### config.mk
export PLATFORM = sky130hd
export DESIGN_NAME = pds_supervisor
export DESIGN_NICKNAME = d
export VERILOG_FILES = /design/src/design/pds_pkg.sv /design/src/design/pds_supervisor.sv /design/src/design/pds_sync.sv /design/src/design/pds_qual_timer.sv
export SDC_FILE = /design/constraint.sdc
export NUM_CORES = 2
export LEC_CHECK = 0
export BUFFER_PORTS_ARGS = -buffer_cell sky130_fd_sc_hd__buf_2
export CAP_MARGIN = 15
export CELL_PAD_IN_SITES_DETAIL_PLACEMENT = 0
export CELL_PAD_IN_SITES_GLOBAL_PLACEMENT = 1
export CORE_UTILIZATION = 50
export CTS_CLUSTER_DIAMETER = 60
export DETAILED_ROUTE_END_ITERATION = 7
export GPL_TIMING_DRIVEN = 0
export PLACE_DENSITY = 0.88
export RECOVER_POWER = 25
export SLEW_MARGIN = 10
export SYNTH_ARGS = -nofsm -noshare
export SYNTH_HDL_FRONTEND = slang
export SYNTH_SLANG_ARGS = --single-unit
### constraint.sdc
create_clock -name pclk -period 13.7 [get_ports pclk]
set_input_delay 2.74 -clock pclk [delete_from_list [all_inputs] [get_ports pclk]]
set_output_delay 2.74 -clock pclk [all_outputs]
set_load 0.01 [all_outputs]
### src/design/pds_pkg.sv
package pds_pkg;

    // ************************************************************
    // Clock and timing
    // ************************************************************
    localparam int unsigned CLK_PERIOD_NS  = 8;
    localparam int unsigned TICK_MS        = 100;
    localparam int unsigned NS_PER_MS      = 1000000;
    localparam int unsigned TICK_CYCLES_DEF =
        (TICK_MS * NS_PER_MS) / CLK_PERIOD_NS;

    // ************************************************************
    // Register byte offsets
    // ************************************************************
    localparam logic [7:0] OFS_SHIELD   = 8'h00;
    localparam logic [7:0] OFS_BUSOPT   = 8'h04;
    localparam logic [7:0] OFS_ENCMASK  = 8'h08;
    localparam logic [7:0] OFS_SHIELD2  = 8'h0c;
    localparam logic [7:0] OFS_OLGAIN   = 8'h10;
    localparam logic [7:0] OFS_OLCOEF   = 8'h14;
    localparam logic [7:0] OFS_TSTYPE   = 8'h18;
    localparam logic [7:0] OFS_OHTRIP   = 8'h1c;
    localparam logic [7:0] OFS_OHWARN   = 8'h20;
    localparam logic [7:0] OFS_OVLEVEL  = 8'h24;
    localparam logic [7:0] OFS_OSLEVEL  = 8'h28;
    localparam logic [7:0] OFS_OSTIME   = 8'h2c;
    localparam logic [7:0] OFS_RTDECEL  = 8'h30;
    localparam logic [7:0] OFS_STATUS   = 8'h34;
    localparam logic [7:0] OFS_CONTROL  = 8'h38;
    localparam logic [7:0] OFS_CAUSE    = 8'h3c;

    // ************************************************************
    // Reset values and legal ranges
    // ************************************************************
    localparam logic [15:0] OLGAIN_RST = 16'h0064;  // 1.00
    localparam logic [15:0] OLGAIN_MIN = 16'h0014;  // 0.20
    localparam logic [15:0] OLGAIN_MAX = 16'h03e8;  // 10.00
    localparam logic [7:0]  OLCOEF_RST = 8'h50;     // 80 %
    localparam logic [7:0]  OLCOEF_MIN = 8'h32;
    localparam logic [7:0]  OLCOEF_MAX = 8'h64;
    localparam logic [7:0]  BUSOPT_RST = 8'h0a;     // decimal 10
    localparam logic [7:0]  DIGIT_BASE = 8'h0a;
    localparam logic [7:0]  RIDE_MAX   = 8'h02;
    localparam logic [7:0]  TSTYPE_MIN = 8'h02;
    localparam logic [7:0]  TSTYPE_MAX = 8'h04;
    localparam logic [7:0]  OHTRIP_RST = 8'h6e;     // 110 C
    localparam logic [7:0]  OHWARN_RST = 8'h5a;     // 90 C
    localparam logic [7:0]  TEMP_MAX   = 8'hc8;     // 200 C
    localparam logic [7:0]  OH_HYST    = 8'h14;     // 20 C below trip
    localparam logic [15:0] OVLVL_RST  = 16'h053d;  // 134.1 %
    localparam logic [15:0] OVLVL_MIN  = 16'h044c;  // 110.0 %
    localparam logic [15:0] OVLVL_MAX  = 16'h05dc;  // 150.0 %
    localparam logic [15:0] OSLVL_RST  = 16'h00c8;  // 20.0 %
    localparam logic [15:0] OSLVL_MAX  = 16'h01f4;  // 50.0 %
    localparam logic [15:0] OSTIME_RST = 16'h000a;  // 1.0 s
    localparam logic [15:0] OSTIME_MAX = 16'h0258;  // 60.0 s
    localparam logic [15:0] RTDEC_RST  = 16'h07d0;  // 20.00 s
    localparam logic [15:0] RTDEC_MAX  = 16'h7530;  // 300.00 s
    localparam logic [7:0]  MODE_CLOSED_LOOP = 8'h02;

    // ************************************************************
    // Overload inverse-time model, current in tenths of a percent
    // ************************************************************
    localparam logic [31:0] OL_RATED  = 32'd1000;   // 100.0 %
    localparam logic [31:0] OL_KNEE   = 32'd1464;   // zero-heat point
    localparam logic [31:0] OL_BUDGET = 32'd321600; // per unit gain
    localparam logic [31:0] PCT_SCALE = 32'd100;

    // ************************************************************
    // Carriers
    // ************************************************************
    typedef struct packed {
        logic [15:0] current_pct;  // tenths of % of rated current
        logic [7:0]  temp_deg;
        logic [15:0] speed_pct;    // tenths of % of max frequency
        logic [7:0]  ctrl_mode;
        logic        running;
        logic        jogging;
    } pds_meas_t;

    typedef struct packed {
        logic        trip;
        logic        ol_prealarm;
        logic        oh_warn;
        logic [1:0]  ride_mode;
        logic        ov_stall_en;
        logic        uv_stall_en;
        logic [15:0] ov_stall_level;
        logic [15:0] ride_decel_ref;
    } pds_ctl_t;

    typedef enum logic {
        PS_RUN     = 1'b0,
        PS_TRIPPED = 1'b1
    } pds_pstate_t;

endpackage

### src/design/pds_supervisor.sv
// Chosen here: the APB interface to the registers and the register addresses.
module pds_supervisor #(
    parameter int unsigned TICK_CYCLES = pds_pkg::TICK_CYCLES_DEF
) (
    input  wire logic              pclk,
    input  wire logic              presetn,
    input  wire logic              psel,
    input  wire logic              penable,
    input  wire logic              pwrite,
    input  wire logic [7:0]        paddr,
    input  wire logic [31:0]       pwdata,
    output logic                   pready,
    output logic      [31:0]       prdata,
    output logic                   pslverr,
    input  wire pds_pkg::pds_meas_t meas,
    input  wire logic [6:0]        main_fault_pin,
    input  wire logic [4:0]        enc_fault_pin,
    input  wire logic [2:0]        aux_fault_pin,
    output pds_pkg::pds_ctl_t      ctl,
    output logic      [17:0]       fault_cause
);
    import pds_pkg::*;

    // ************************************************************
    // State
    // ************************************************************
    typedef struct packed {
        pds_pstate_t ps;
        logic [23:0] pre;
        logic        tick;
        logic [31:0] ol_acc;
        logic        oh_flt;
        logic [17:0] cause;
        logic [7:0]  shield;
        logic [7:0]  busopt;
        logic [4:0]  encmask;
        logic [2:0]  shield2;
        logic [15:0] olgain;
        logic [7:0]  olcoef;
        logic [7:0]  tstype;
        logic [7:0]  ohtrip;
        logic [7:0]  ohwarn;
        logic [15:0] ovlevel;
        logic [15:0] oslevel;
        logic [15:0] ostime;
        logic [15:0] rtdecel;
        logic        pready;
        logic [31:0] prdata;
        logic        pslverr;
        pds_ctl_t    ctl;
    } pds_sup_st_t;

    pds_sup_st_t s_r;
    pds_sup_st_t s_nxt;

    logic [14:0] pin_sync;
    logic        os_cond;
    logic        os_done;

    // ************************************************************
    // Fault pins come from outside the clock domain
    // ************************************************************
    pds_sync #(
        .W (15)
    ) u_sync (
        .pclk    (pclk),
        .presetn (presetn),
        .d       ({aux_fault_pin, enc_fault_pin, main_fault_pin}),
        .q       (pin_sync)
    );

    // Overspeed gate, measurements share this clock
    assign os_cond = (meas.ctrl_mode == MODE_CLOSED_LOOP)
                   && (meas.running || meas.jogging)
                   && (meas.speed_pct > s_r.oslevel);

    // Zero time keeps the timer idle
    pds_qual_timer u_os (
        .pclk    (pclk),
        .presetn (presetn),
        .tick    (s_r.tick),
        .cond    (os_cond),
        .limit   (s_r.ostime),
        .done    (os_done)
    );

    // ************************************************************
    // Next state
    // ************************************************************
    always_comb
    begin
        logic [31:0] i_x100;
        logic [31:0] knee;
        logic [31:0] rated;
        logic [31:0] budget;
        logic [32:0] sum;
        logic        ol_trip;
        logic        ts_on;
        logic [17:0] raw;
        logic [17:0] live;
        logic        acc_ph;
        logic        wr_now;
        logic        ok;
        logic        hit;
        logic [31:0] rd;
        logic [7:0]  ones;
        logic [7:0]  tens;
        i_x100  = 32'(meas.current_pct) * PCT_SCALE;
        knee    = OL_KNEE * 32'(s_r.olgain);
        rated   = OL_RATED * 32'(s_r.olgain);
        budget  = OL_BUDGET * 32'(s_r.olgain);
        sum     = 33'(s_r.ol_acc) + 33'(i_x100 - knee);
        ol_trip = (s_r.ol_acc >= budget);
        ts_on   = (s_r.tstype >= TSTYPE_MIN)
                && (s_r.tstype <= TSTYPE_MAX);
        acc_ph  = psel && penable;
        wr_now  = acc_ph && s_r.pready && pwrite;
        ok      = 1'b1;
        hit     = 1'b1;
        rd      = 32'h0000_0000;
        ones    = s_r.busopt % DIGIT_BASE;
        tens    = s_r.busopt / DIGIT_BASE;
        s_nxt   = s_r;

        // Tick prescaler sets the time base of all timers
        s_nxt.tick = 1'b0;
        if (s_r.pre == 24'(TICK_CYCLES - 1))
        begin
            s_nxt.pre  = 24'h000000;
            s_nxt.tick = 1'b1;
        end
        else
            s_nxt.pre = s_r.pre + 24'h000001;

        // Inverse-time heat model, linear rate above the knee
        if (s_r.tick)
        begin
            if (i_x100 < rated)
                s_nxt.ol_acc = 32'h0000_0000;
            else if (i_x100 > knee)
                s_nxt.ol_acc = sum[32] ? 32'hffff_ffff
                                       : sum[31:0];
        end

        // Overheat latch; release by a clear below the hysteresis, or at once when the sensor is off
        if (ts_on && meas.temp_deg > s_r.ohtrip)
            s_nxt.oh_flt = 1'b1;
        else if (!ts_on)
            s_nxt.oh_flt = 1'b0;

        // Detected causes, then shield masking
        raw = {os_done, s_r.oh_flt, pin_sync[14:7],
               pin_sync[6:5], ol_trip, pin_sync[4:0]};
        live = raw & ~{2'b00, s_r.shield2, s_r.encmask,
                       s_r.shield};

        // Protection state; a new cause beats a clear
        unique case (s_r.ps)
            PS_RUN:
            begin
                if (live != 18'h00000)
                begin
                    s_nxt.ps    = PS_TRIPPED;
                    s_nxt.cause = live;
                end
            end
            PS_TRIPPED:
            begin
                s_nxt.cause = s_r.cause | live;
                if (wr_now && paddr == OFS_CONTROL && pwdata[0]
                    && live == 18'h00000)
                begin
                    s_nxt.ps    = PS_RUN;
                    s_nxt.cause = 18'h00000;
                end
            end
        endcase
        if (wr_now && paddr == OFS_CONTROL && pwdata[0]
            && ({1'b0, meas.temp_deg} + {1'b0, OH_HYST}
                < {1'b0, s_r.ohtrip}))
            s_nxt.oh_flt = 1'b0;

        // Register read data and range checks
        unique case (paddr)
            OFS_SHIELD:  rd = {24'h0, s_r.shield};
            OFS_BUSOPT:
            begin
                rd = {24'h0, s_r.busopt};
                ok = (pwdata[7:0] % DIGIT_BASE <= RIDE_MAX)
                   && (pwdata[7:0] / DIGIT_BASE <= 8'h01);
            end
            OFS_ENCMASK: rd = {27'h0, s_r.encmask};
            OFS_SHIELD2: rd = {29'h0, s_r.shield2};
            OFS_OLGAIN:
            begin
                rd = {16'h0, s_r.olgain};
                ok = pwdata[15:0] >= OLGAIN_MIN
                   && pwdata[15:0] <= OLGAIN_MAX;
            end
            OFS_OLCOEF:
            begin
                rd = {24'h0, s_r.olcoef};
                ok = pwdata[7:0] >= OLCOEF_MIN
                   && pwdata[7:0] <= OLCOEF_MAX;
            end
            OFS_TSTYPE:
            begin
                rd = {24'h0, s_r.tstype};
                ok = pwdata[7:0] <= TSTYPE_MAX;
            end
            OFS_OHTRIP:
            begin
                rd = {24'h0, s_r.ohtrip};
                ok = pwdata[7:0] <= TEMP_MAX;
            end
            OFS_OHWARN:
            begin
                rd = {24'h0, s_r.ohwarn};
                ok = pwdata[7:0] <= TEMP_MAX;
            end
            OFS_OVLEVEL:
            begin
                rd = {16'h0, s_r.ovlevel};
                ok = pwdata[15:0] >= OVLVL_MIN
                   && pwdata[15:0] <= OVLVL_MAX;
            end
            OFS_OSLEVEL:
            begin
                rd = {16'h0, s_r.oslevel};
                ok = pwdata[15:0] <= OSLVL_MAX;
            end
            OFS_OSTIME:
            begin
                rd = {16'h0, s_r.ostime};
                ok = pwdata[15:0] <= OSTIME_MAX;
            end
            OFS_RTDECEL:
            begin
                rd = {16'h0, s_r.rtdecel};
                ok = pwdata[15:0] <= RTDEC_MAX;
            end
            OFS_STATUS:
            begin
                rd = {29'h0, s_r.ctl.oh_warn, s_r.ctl.ol_prealarm,
                      s_r.ps == PS_TRIPPED};
                ok = !pwrite;
            end
            OFS_CONTROL: rd = 32'h0000_0000;
            OFS_CAUSE:
            begin
                rd = {14'h0, s_r.cause};
                ok = !pwrite;
            end
            default:
            begin
                ok  = 1'b0;
                hit = 1'b0;
            end
        endcase
        // Range checks guard writes only; a read fails only off the map
        if (!pwrite)
            ok = hit;

        // Wait state of one cycle, answer registered
        s_nxt.pready  = acc_ph && !s_r.pready;
        s_nxt.pslverr = acc_ph && !s_r.pready && !ok;
        if (acc_ph && !s_r.pready)
            s_nxt.prdata = pwrite ? 32'h0000_0000 : rd;

        // Writes land only at the completing edge, bad values dropped
        if (wr_now && !s_r.pslverr)
        begin
            unique case (paddr)
                OFS_SHIELD:  s_nxt.shield  = pwdata[7:0];
                OFS_BUSOPT:  s_nxt.busopt  = pwdata[7:0];
                OFS_ENCMASK: s_nxt.encmask = pwdata[4:0];
                OFS_SHIELD2: s_nxt.shield2 = pwdata[2:0];
                OFS_OLGAIN:  s_nxt.olgain  = pwdata[15:0];
                OFS_OLCOEF:  s_nxt.olcoef  = pwdata[7:0];
                OFS_TSTYPE:  s_nxt.tstype  = pwdata[7:0];
                OFS_OHTRIP:  s_nxt.ohtrip  = pwdata[7:0];
                OFS_OHWARN:  s_nxt.ohwarn  = pwdata[7:0];
                OFS_OVLEVEL: s_nxt.ovlevel = pwdata[15:0];
                OFS_OSLEVEL: s_nxt.oslevel = pwdata[15:0];
                OFS_OSTIME:  s_nxt.ostime  = pwdata[15:0];
                OFS_RTDECEL: s_nxt.rtdecel = pwdata[15:0];
                default:     s_nxt.busopt  = s_r.busopt;
            endcase
        end

        // Terminal functions and bus-voltage decode
        s_nxt.ctl.trip = (s_nxt.ps == PS_TRIPPED);
        s_nxt.ctl.ol_prealarm = 40'(s_r.ol_acc) * 40'(PCT_SCALE)
                              > 40'(budget) * 40'(s_r.olcoef);
        s_nxt.ctl.oh_warn = ts_on
                          && meas.temp_deg > s_r.ohwarn;
        s_nxt.ctl.ride_mode = ones[1:0];
        s_nxt.ctl.ov_stall_en = tens[0];
        s_nxt.ctl.uv_stall_en = tens[0];
        s_nxt.ctl.ov_stall_level = s_r.ovlevel;
        s_nxt.ctl.ride_decel_ref = (ones != 8'h00) ? s_r.rtdecel
                                                   : 16'h0000;
    end

    // ************************************************************
    // Registers
    // ************************************************************
    always_ff @(posedge pclk or negedge presetn)
    begin
        if (!presetn)
        begin
            s_r         <= '0;
            s_r.ps      <= PS_RUN;
            s_r.busopt  <= BUSOPT_RST;
            s_r.olgain  <= OLGAIN_RST;
            s_r.olcoef  <= OLCOEF_RST;
            s_r.ohtrip  <= OHTRIP_RST;
            s_r.ohwarn  <= OHWARN_RST;
            s_r.ovlevel <= OVLVL_RST;
            s_r.oslevel <= OSLVL_RST;
            s_r.ostime  <= OSTIME_RST;
            s_r.rtdecel <= RTDEC_RST;
            s_r.ctl.ov_stall_en    <= 1'b1;
            s_r.ctl.uv_stall_en    <= 1'b1;
            s_r.ctl.ov_stall_level <= OVLVL_RST;
        end
        else
            s_r <= s_nxt;
    end

    // Outputs straight from the state register
    assign pready      = s_r.pready;
    assign prdata      = s_r.prdata;
    assign pslverr     = s_r.pslverr;
    assign ctl         = s_r.ctl;
    assign fault_cause = s_r.cause;
endmodule

### src/design/pds_sync.sv
module pds_sync #(
    parameter int unsigned W = 1
) (
    input  wire logic         pclk,
    input  wire logic         presetn,
    input  wire logic [W-1:0] d,
    output logic      [W-1:0] q
);
    typedef struct packed {
        logic [W-1:0] s1;
        logic [W-1:0] s2;
    } pds_sync_st_t;

    pds_sync_st_t s_r;
    pds_sync_st_t s_nxt;

    // Two stages; only the second stage is visible
    always_comb
    begin
        s_nxt    = s_r;
        s_nxt.s1 = d;
        s_nxt.s2 = s_r.s1;
    end

    always_ff @(posedge pclk or negedge presetn)
    begin
        if (!presetn)
            s_r <= '0;
        else
            s_r <= s_nxt;
    end

    assign q = s_r.s2;
endmodule

### src/design/pds_qual_timer.sv
module pds_qual_timer (
    input  wire logic        pclk,
    input  wire logic        presetn,
    input  wire logic        tick,
    input  wire logic        cond,
    input  wire logic [15:0] limit,
    output logic             done
);
    typedef struct packed {
        logic [15:0] cnt;
        logic        done;
    } pds_qt_st_t;

    pds_qt_st_t s_r;
    pds_qt_st_t s_nxt;

    // Count ticks while the condition holds; any gap restarts
    always_comb
    begin
        s_nxt = s_r;
        if (!cond || limit == 16'h0000)
        begin
            s_nxt.cnt  = 16'h0000;
            s_nxt.done = 1'b0;
        end
        else if (s_r.cnt >= limit)
            s_nxt.done = 1'b1;
        else if (tick)
            s_nxt.cnt = s_r.cnt + 16'h0001;
    end

    always_ff @(posedge pclk or negedge presetn)
    begin
        if (!presetn)
            s_r <= '0;
        else
            s_r <= s_nxt;
    end

    assign done = s_r.done;
endmodule

== Word level (Yosys, flattened, before mapping) ==
Index checks and enable logic that the tools add are counted.
Storage, ports and cells
  word-level logic and storage cells: 172
  flip-flop bits (word level): 331
  bits in writable memories: 0
  latch bits: 0
  memories: 0
  bits of input ports: 110
  output and inout bits: 91
  memory bits (read-only): 0
Cells by class
  multipliers: 6
  magnitude comparators: 24
  $add $sub $neg: 5
  muxes and demuxes: 24
  reductions and logical operators: 53
  divide/modulo/power cells: 4
  equal/unequal tests: 20
  bitwise logic cells: 4
  shifts and indexed selects: 0
Operators with widths (number)
  case mux 18 bit (15 select lines): 1
  two-way mux 32 bit: 4
  equality test 8 x 6 -> 1 bit, second input constant: 8
  two-way mux 16 bit: 3
  > comparator 39 x 40 -> 1 bit: 1
  multiplier 32 x 5 -> 37 bit, second input constant: 1
  two-way mux 18 bit: 2
  case mux 18 bit (2 select lines): 1
  multiplier 26 x 8 -> 34 bit: 1
  adder 32 x 33 -> 33 bit: 1
  equality test 8 x 5 -> 1 bit, second input constant: 4
  greater-or-equal comparator 32 bit: 1
  less-or-equal comparator 16 x 10 -> 1 bit, second input constant: 2
  AND reduction 2 bit: 15
  subtractor 23 x 27 -> 28 bit: 1
  > comparator 23 x 27 -> 1 bit: 1
  less-than comparator 23 x 26 -> 1 bit: 1
  multiplier 13 x 16 -> 26 bit, first input constant: 1
  adder 24 x 1 -> 24 bit, second input constant: 1
  equality test 24 bit, second input constant: 1
  multiplier 8 x 16 -> 24 bit, first input constant: 1
  two-way mux 24 bit: 1
  multiplier 7 x 16 -> 23 bit, first input constant: 1
  multiplier 16 x 5 -> 21 bit, second input constant: 1
  other kinds (46): 85

== Depth between registers and ports, before layout ==
  word-level depth: 8
  mapped depth: 42
  gate-level depth less buffers: 42

== Cells and area by module ==
Synthesis repeated with hierarchy kept, for this count alone.
Second synthesis, totals
  cell total of the unflattened synthesis: 4178
  area total of the unflattened synthesis: 38570.7 um^2
Modules (own cells, without submodules)
  pds_supervisor: times used 1, cells each 3995, area an instance 36465.0 um^2, seq. area each 6784.0 um^2
  pds_qual_timer: times used 1, cells each 153, area an instance 1355.0 um^2, seq. area each 425.4 um^2
  pds_sync: times used 1, cells each 30, area an instance 750.7 um^2, seq. area each 750.7 um^2

== Worst setup path after synthesis ==
No wires, ideal clock.
  path kind: reg2reg
  from: reg s_r[175] in the netlist's numbering
  to: reg ctl[37] (netlist name)
  arrival: 10241 ps
  period minus slack after synthesis: 10369 ps
  data required time: 13572 ps
  cell stages (with the launch flop): 42
  setup time: 128 ps
  setup slack: 3331 ps
  buffers on the path: 0
  path through: dfstp_2 -> fa_1 -> ha_1 -> inv_1 -> fa_1 -> inv_1 -> fa_1 -> inv_1 -> fa_1 -> inv_1 -> ha_1 -> or2_2 -> o31a_1 -> o41ai_1 -> o21ai_1 -> nor4_1 -> nor3_1 -> a41o_1 -> [6 not listed] -> inv_1 -> fa_1 -> inv_1 -> ha_1 -> a21o_1 -> a21o_1 -> a21o_1 -> a21o_1 -> or3_1 -> o21ai_0 -> xnor2_1 -> ha_1 -> nor2b_1 -> o21ai_0 -> nand2b_1 -> a221o_1 -> a211oi_1 -> nor3_1
RTL lines
  from (decl): RTL line pds_supervisor.sv:53  | pds_sup_st_t s_r;
  from (signal assigned): RTL line pds_supervisor.sv:328  | s_r <= s_nxt;

==> qor.txt <==
worst-case clock buffer depth = 3
first-pass GRT wire length = 166 mm
Setup WS pre-CTS = 932 ps
area of the multi-input gates = 26,900 µm²
failing checks = design-rule violations, max-capacitance violations, max-slew violations
num rows = 101
htree depth = 2
Most common cell on crit path = fa_1
maximum vdd drop = 83.3 µV
Worst slew margin = -296%
gr usage total = 27.1%
largest net degree at the start of global routing = 112
flop and latch count out of synthesis = 316
Distinct cells, synth = 83
Die Y = 279 µm
CP endpoint kind = flop
layout cells sized above 1 = 10.8%
RePlAce Congestion = 0.947
Max-Cap Viols = 1
CTS root buffer = clkbuf_16
Final min period = 12,630 ps
dpl hpwl = 84.2 mm
Die Area = 77,600 µm²
count leader, synth = inv_1
proportion of synthesized area in mux cells = 2.44%
Placed Area = 40,500 µm²
worst-margin pin slew = 5940 ps
Final Net Count = 5,377
RSZ-0062 raised after global routing = no
Synth Area in Compound Gates = 14.3%
hold buffer count at CTS = 0
Post-route DRC = 1
# setup viols final = 0
Worst Path Arrival = 13,070 ps
Crit path buffers/inverters = 6
total gr overflow = 0
FF/Latch Area = 7960 µm²
Area contributors post-synth = ha_1 (19%), dfrtp_1 (18%), fa_1 (17%), inv_1 (6.2%), xnor2_1 (3.1%)
initial antenna violation count = 2
crit-path leading delay family = adder cells
CTS Buf Count = 39
routed wire length = 104 mm
core area = 75,800 µm²
Final period util = 92.2%
mapped cell area = 38,200 µm²
register area share after synthesis = 20.8%
YS warnings = 0
post-synthesis cell count = 4,141
top_reg_cell synth = dfrtp_1
post-synthesis simple-gate area fraction = 13.0%
clock sink count = 316
Setup TNS = 0 ps
WS Path Type = reg -> reg
Post-synth top cells = inv_1 (630), ha_1 (569), fa_1 (323), dfrtp_1 (274), nand2_1 (248)
upper clock frequency limit = 79.2 MHz
Yosys top cell area share = 18.6%
CTS tree = done
ys async rst share = 100%
Routed WL per cell = 19.3 µm
placed cell count = 5,306
Non-Filler Instances = 5,384
clk slew on worst S/H paths = 60 ps
Setup Fix Bufs, Post-CTS = 0
Iter 0 DRT Violations = 2,234
xor/xnor cell area share of the yosys netlist = 4.84%
main combinational cell family by area after synthesis = adder cells
CP Launch Type = flop
Worst Setup Slack, final = 1070 ps
Worst path slowest cell = xor2_1
Worst Skew = 13.9 ps
Slowest Stage Delay on Critical Path = 940 ps
Worst Path Required = 14,140 ps
PD cells = 77.6 nW/µm²
Hold Violations, Final = 0
Routed Antenna Nets = 0
status = finished, violations left
maximum fanout along the worst path = 14
Area Growth Syn to Fin = 9.56%
Vias/cell = 5.62
class of the tightest hold or removal check = reg -> reg
fin area = 41,900 µm²
total power = 3250 µW
vias in the first global route = 30,100
number of diodes = 0
total vias in the final route = 30,300
area leader, netlist = ha_1
DRT Pass-1 Iters = 8
fillers = 6,925
post-CTS sizing = 0
Leak = 0.0218 µW
Avg Cell Area, Syn = 9.24 µm²
Initial Utilization = 50.4%
port bufs = 165
EDFF count, synth = 0
die width = 279 µm
worst skew pair latency = 580 ps
post-synthesis adder-cell area fraction = 35.5%
IO Pins = 201
Slew Limit Fails = 106
[placed cells by master, fill, tap and decap left out, drive strengths merged, types with 14 or more instances in the layout]
master / n
or3: 16
nor3: 65
a22o: 39
nor2: 198
o21bai: 21
a221oi: 22
and3: 26
o21a: 45
buf: 269
conb: 14
nor2b: 50
xnor2: 136
o21ai: 213
inv: 638
a21o: 91
a21oi: 182
nand2: 249
nand2b: 53
nor4: 19
a31oi: 17
dfstp: 42
a222oi: 15
o211ai: 16
ha: 569
dfrtp: 274
nand3: 77
xor2: 73
mux2: 81
nand4: 41
a221o: 21
a22oi: 29
clkbuf: 156
fa: 323
and2: 166
[stage by stage]
step	utilization, %	hold WS [ps]
after floorplan	-	331
after global placement	53.2	333
after detailed placement	53.5	336
after CTS	55.3	348
after global routing	55.3	351
final	55.3	347
[report_power, final]
group | switching [µW] | total [µW] | internal (µW)
Combinational | 727 | 1200 | 478
Clock | 455 | 1100 | 641
Sequential | 8.14 | 950 | 942
Total | 1190 | 3250 | 2060
[cell type report]
class / instances / share of cell area [%]
Multi-Input combinational cell: 3014 / 64.3
Sequential cell: 316 / 19.0
Inverter: 630 / 5.64
Tap cell: 978 / 2.92
Buffer: 194 / 2.59
Clock buffer: 51 / 2.53
Timing Repair Buffer: 180 / 2.30
Clock inverter: 21 / 0.738
[registers in the layout, summed over array words and instances (netlist names), 15 cells and up]
register,cells
ctl,38
fault_cause,18
prdata,18
s_nxt,16
s_r,177
u_os.s_r,16
u_sync.q,15
u_sync.s_nxt,15
[logic make-up (layout without fill, tap and decap cells)]
logic type / count (synthesis) / in the layout
AOI/OAI and AO/OA: 824 / 824
xor gates and xnor gates: 209 / 209
adders and majority gates: 892 / 892
buffers and inverters: 824 / 1076
DFF: 316 / 316
muxes: 83 / 83
other: 1 / 14
and+or+nand+nor: 992 / 992
[metal layers]
metal | up-vias | part of all wire [%] | wire length (µm) | track usage, %
li1 | 14400 | - | - | -
met1 | 14700 | 43 | 44900 | 36.8
met2 | 947 | 46 | 48000 | 44.5
met3 | 210 | 6.7 | 7000 | 3.75
met4 | 0 | 3.7 | 3850 | 9.24
met5 | - | 0 | 0 | 0
[final timing paths]
kind,start,to,slack (ps),cells past startpoint
max in group asynchronous,presetn,u_os.s_r[16]$_DFFE_PN0P_,5420,2
worst min-delay path,u_sync.s_nxt[0]$_DFF_PN0_,u_sync.q[0]$_DFF_PN0_,350,0
min in group asynchronous,presetn,ctl[5]$_DFF_PN0_,2150,1
worst max register to register,s_r[175]$_DFFE_PN1P_,ctl[37]$_DFF_PN0_,1070,37
worst max-delay path,s_r[175]$_DFFE_PN1P_,ctl[37]$_DFF_PN0_,1070,37
worst min register to register,u_sync.s_nxt[0]$_DFF_PN0_,u_sync.q[0]$_DFF_PN0_,350,0
(Power assumes the default switching activity.)
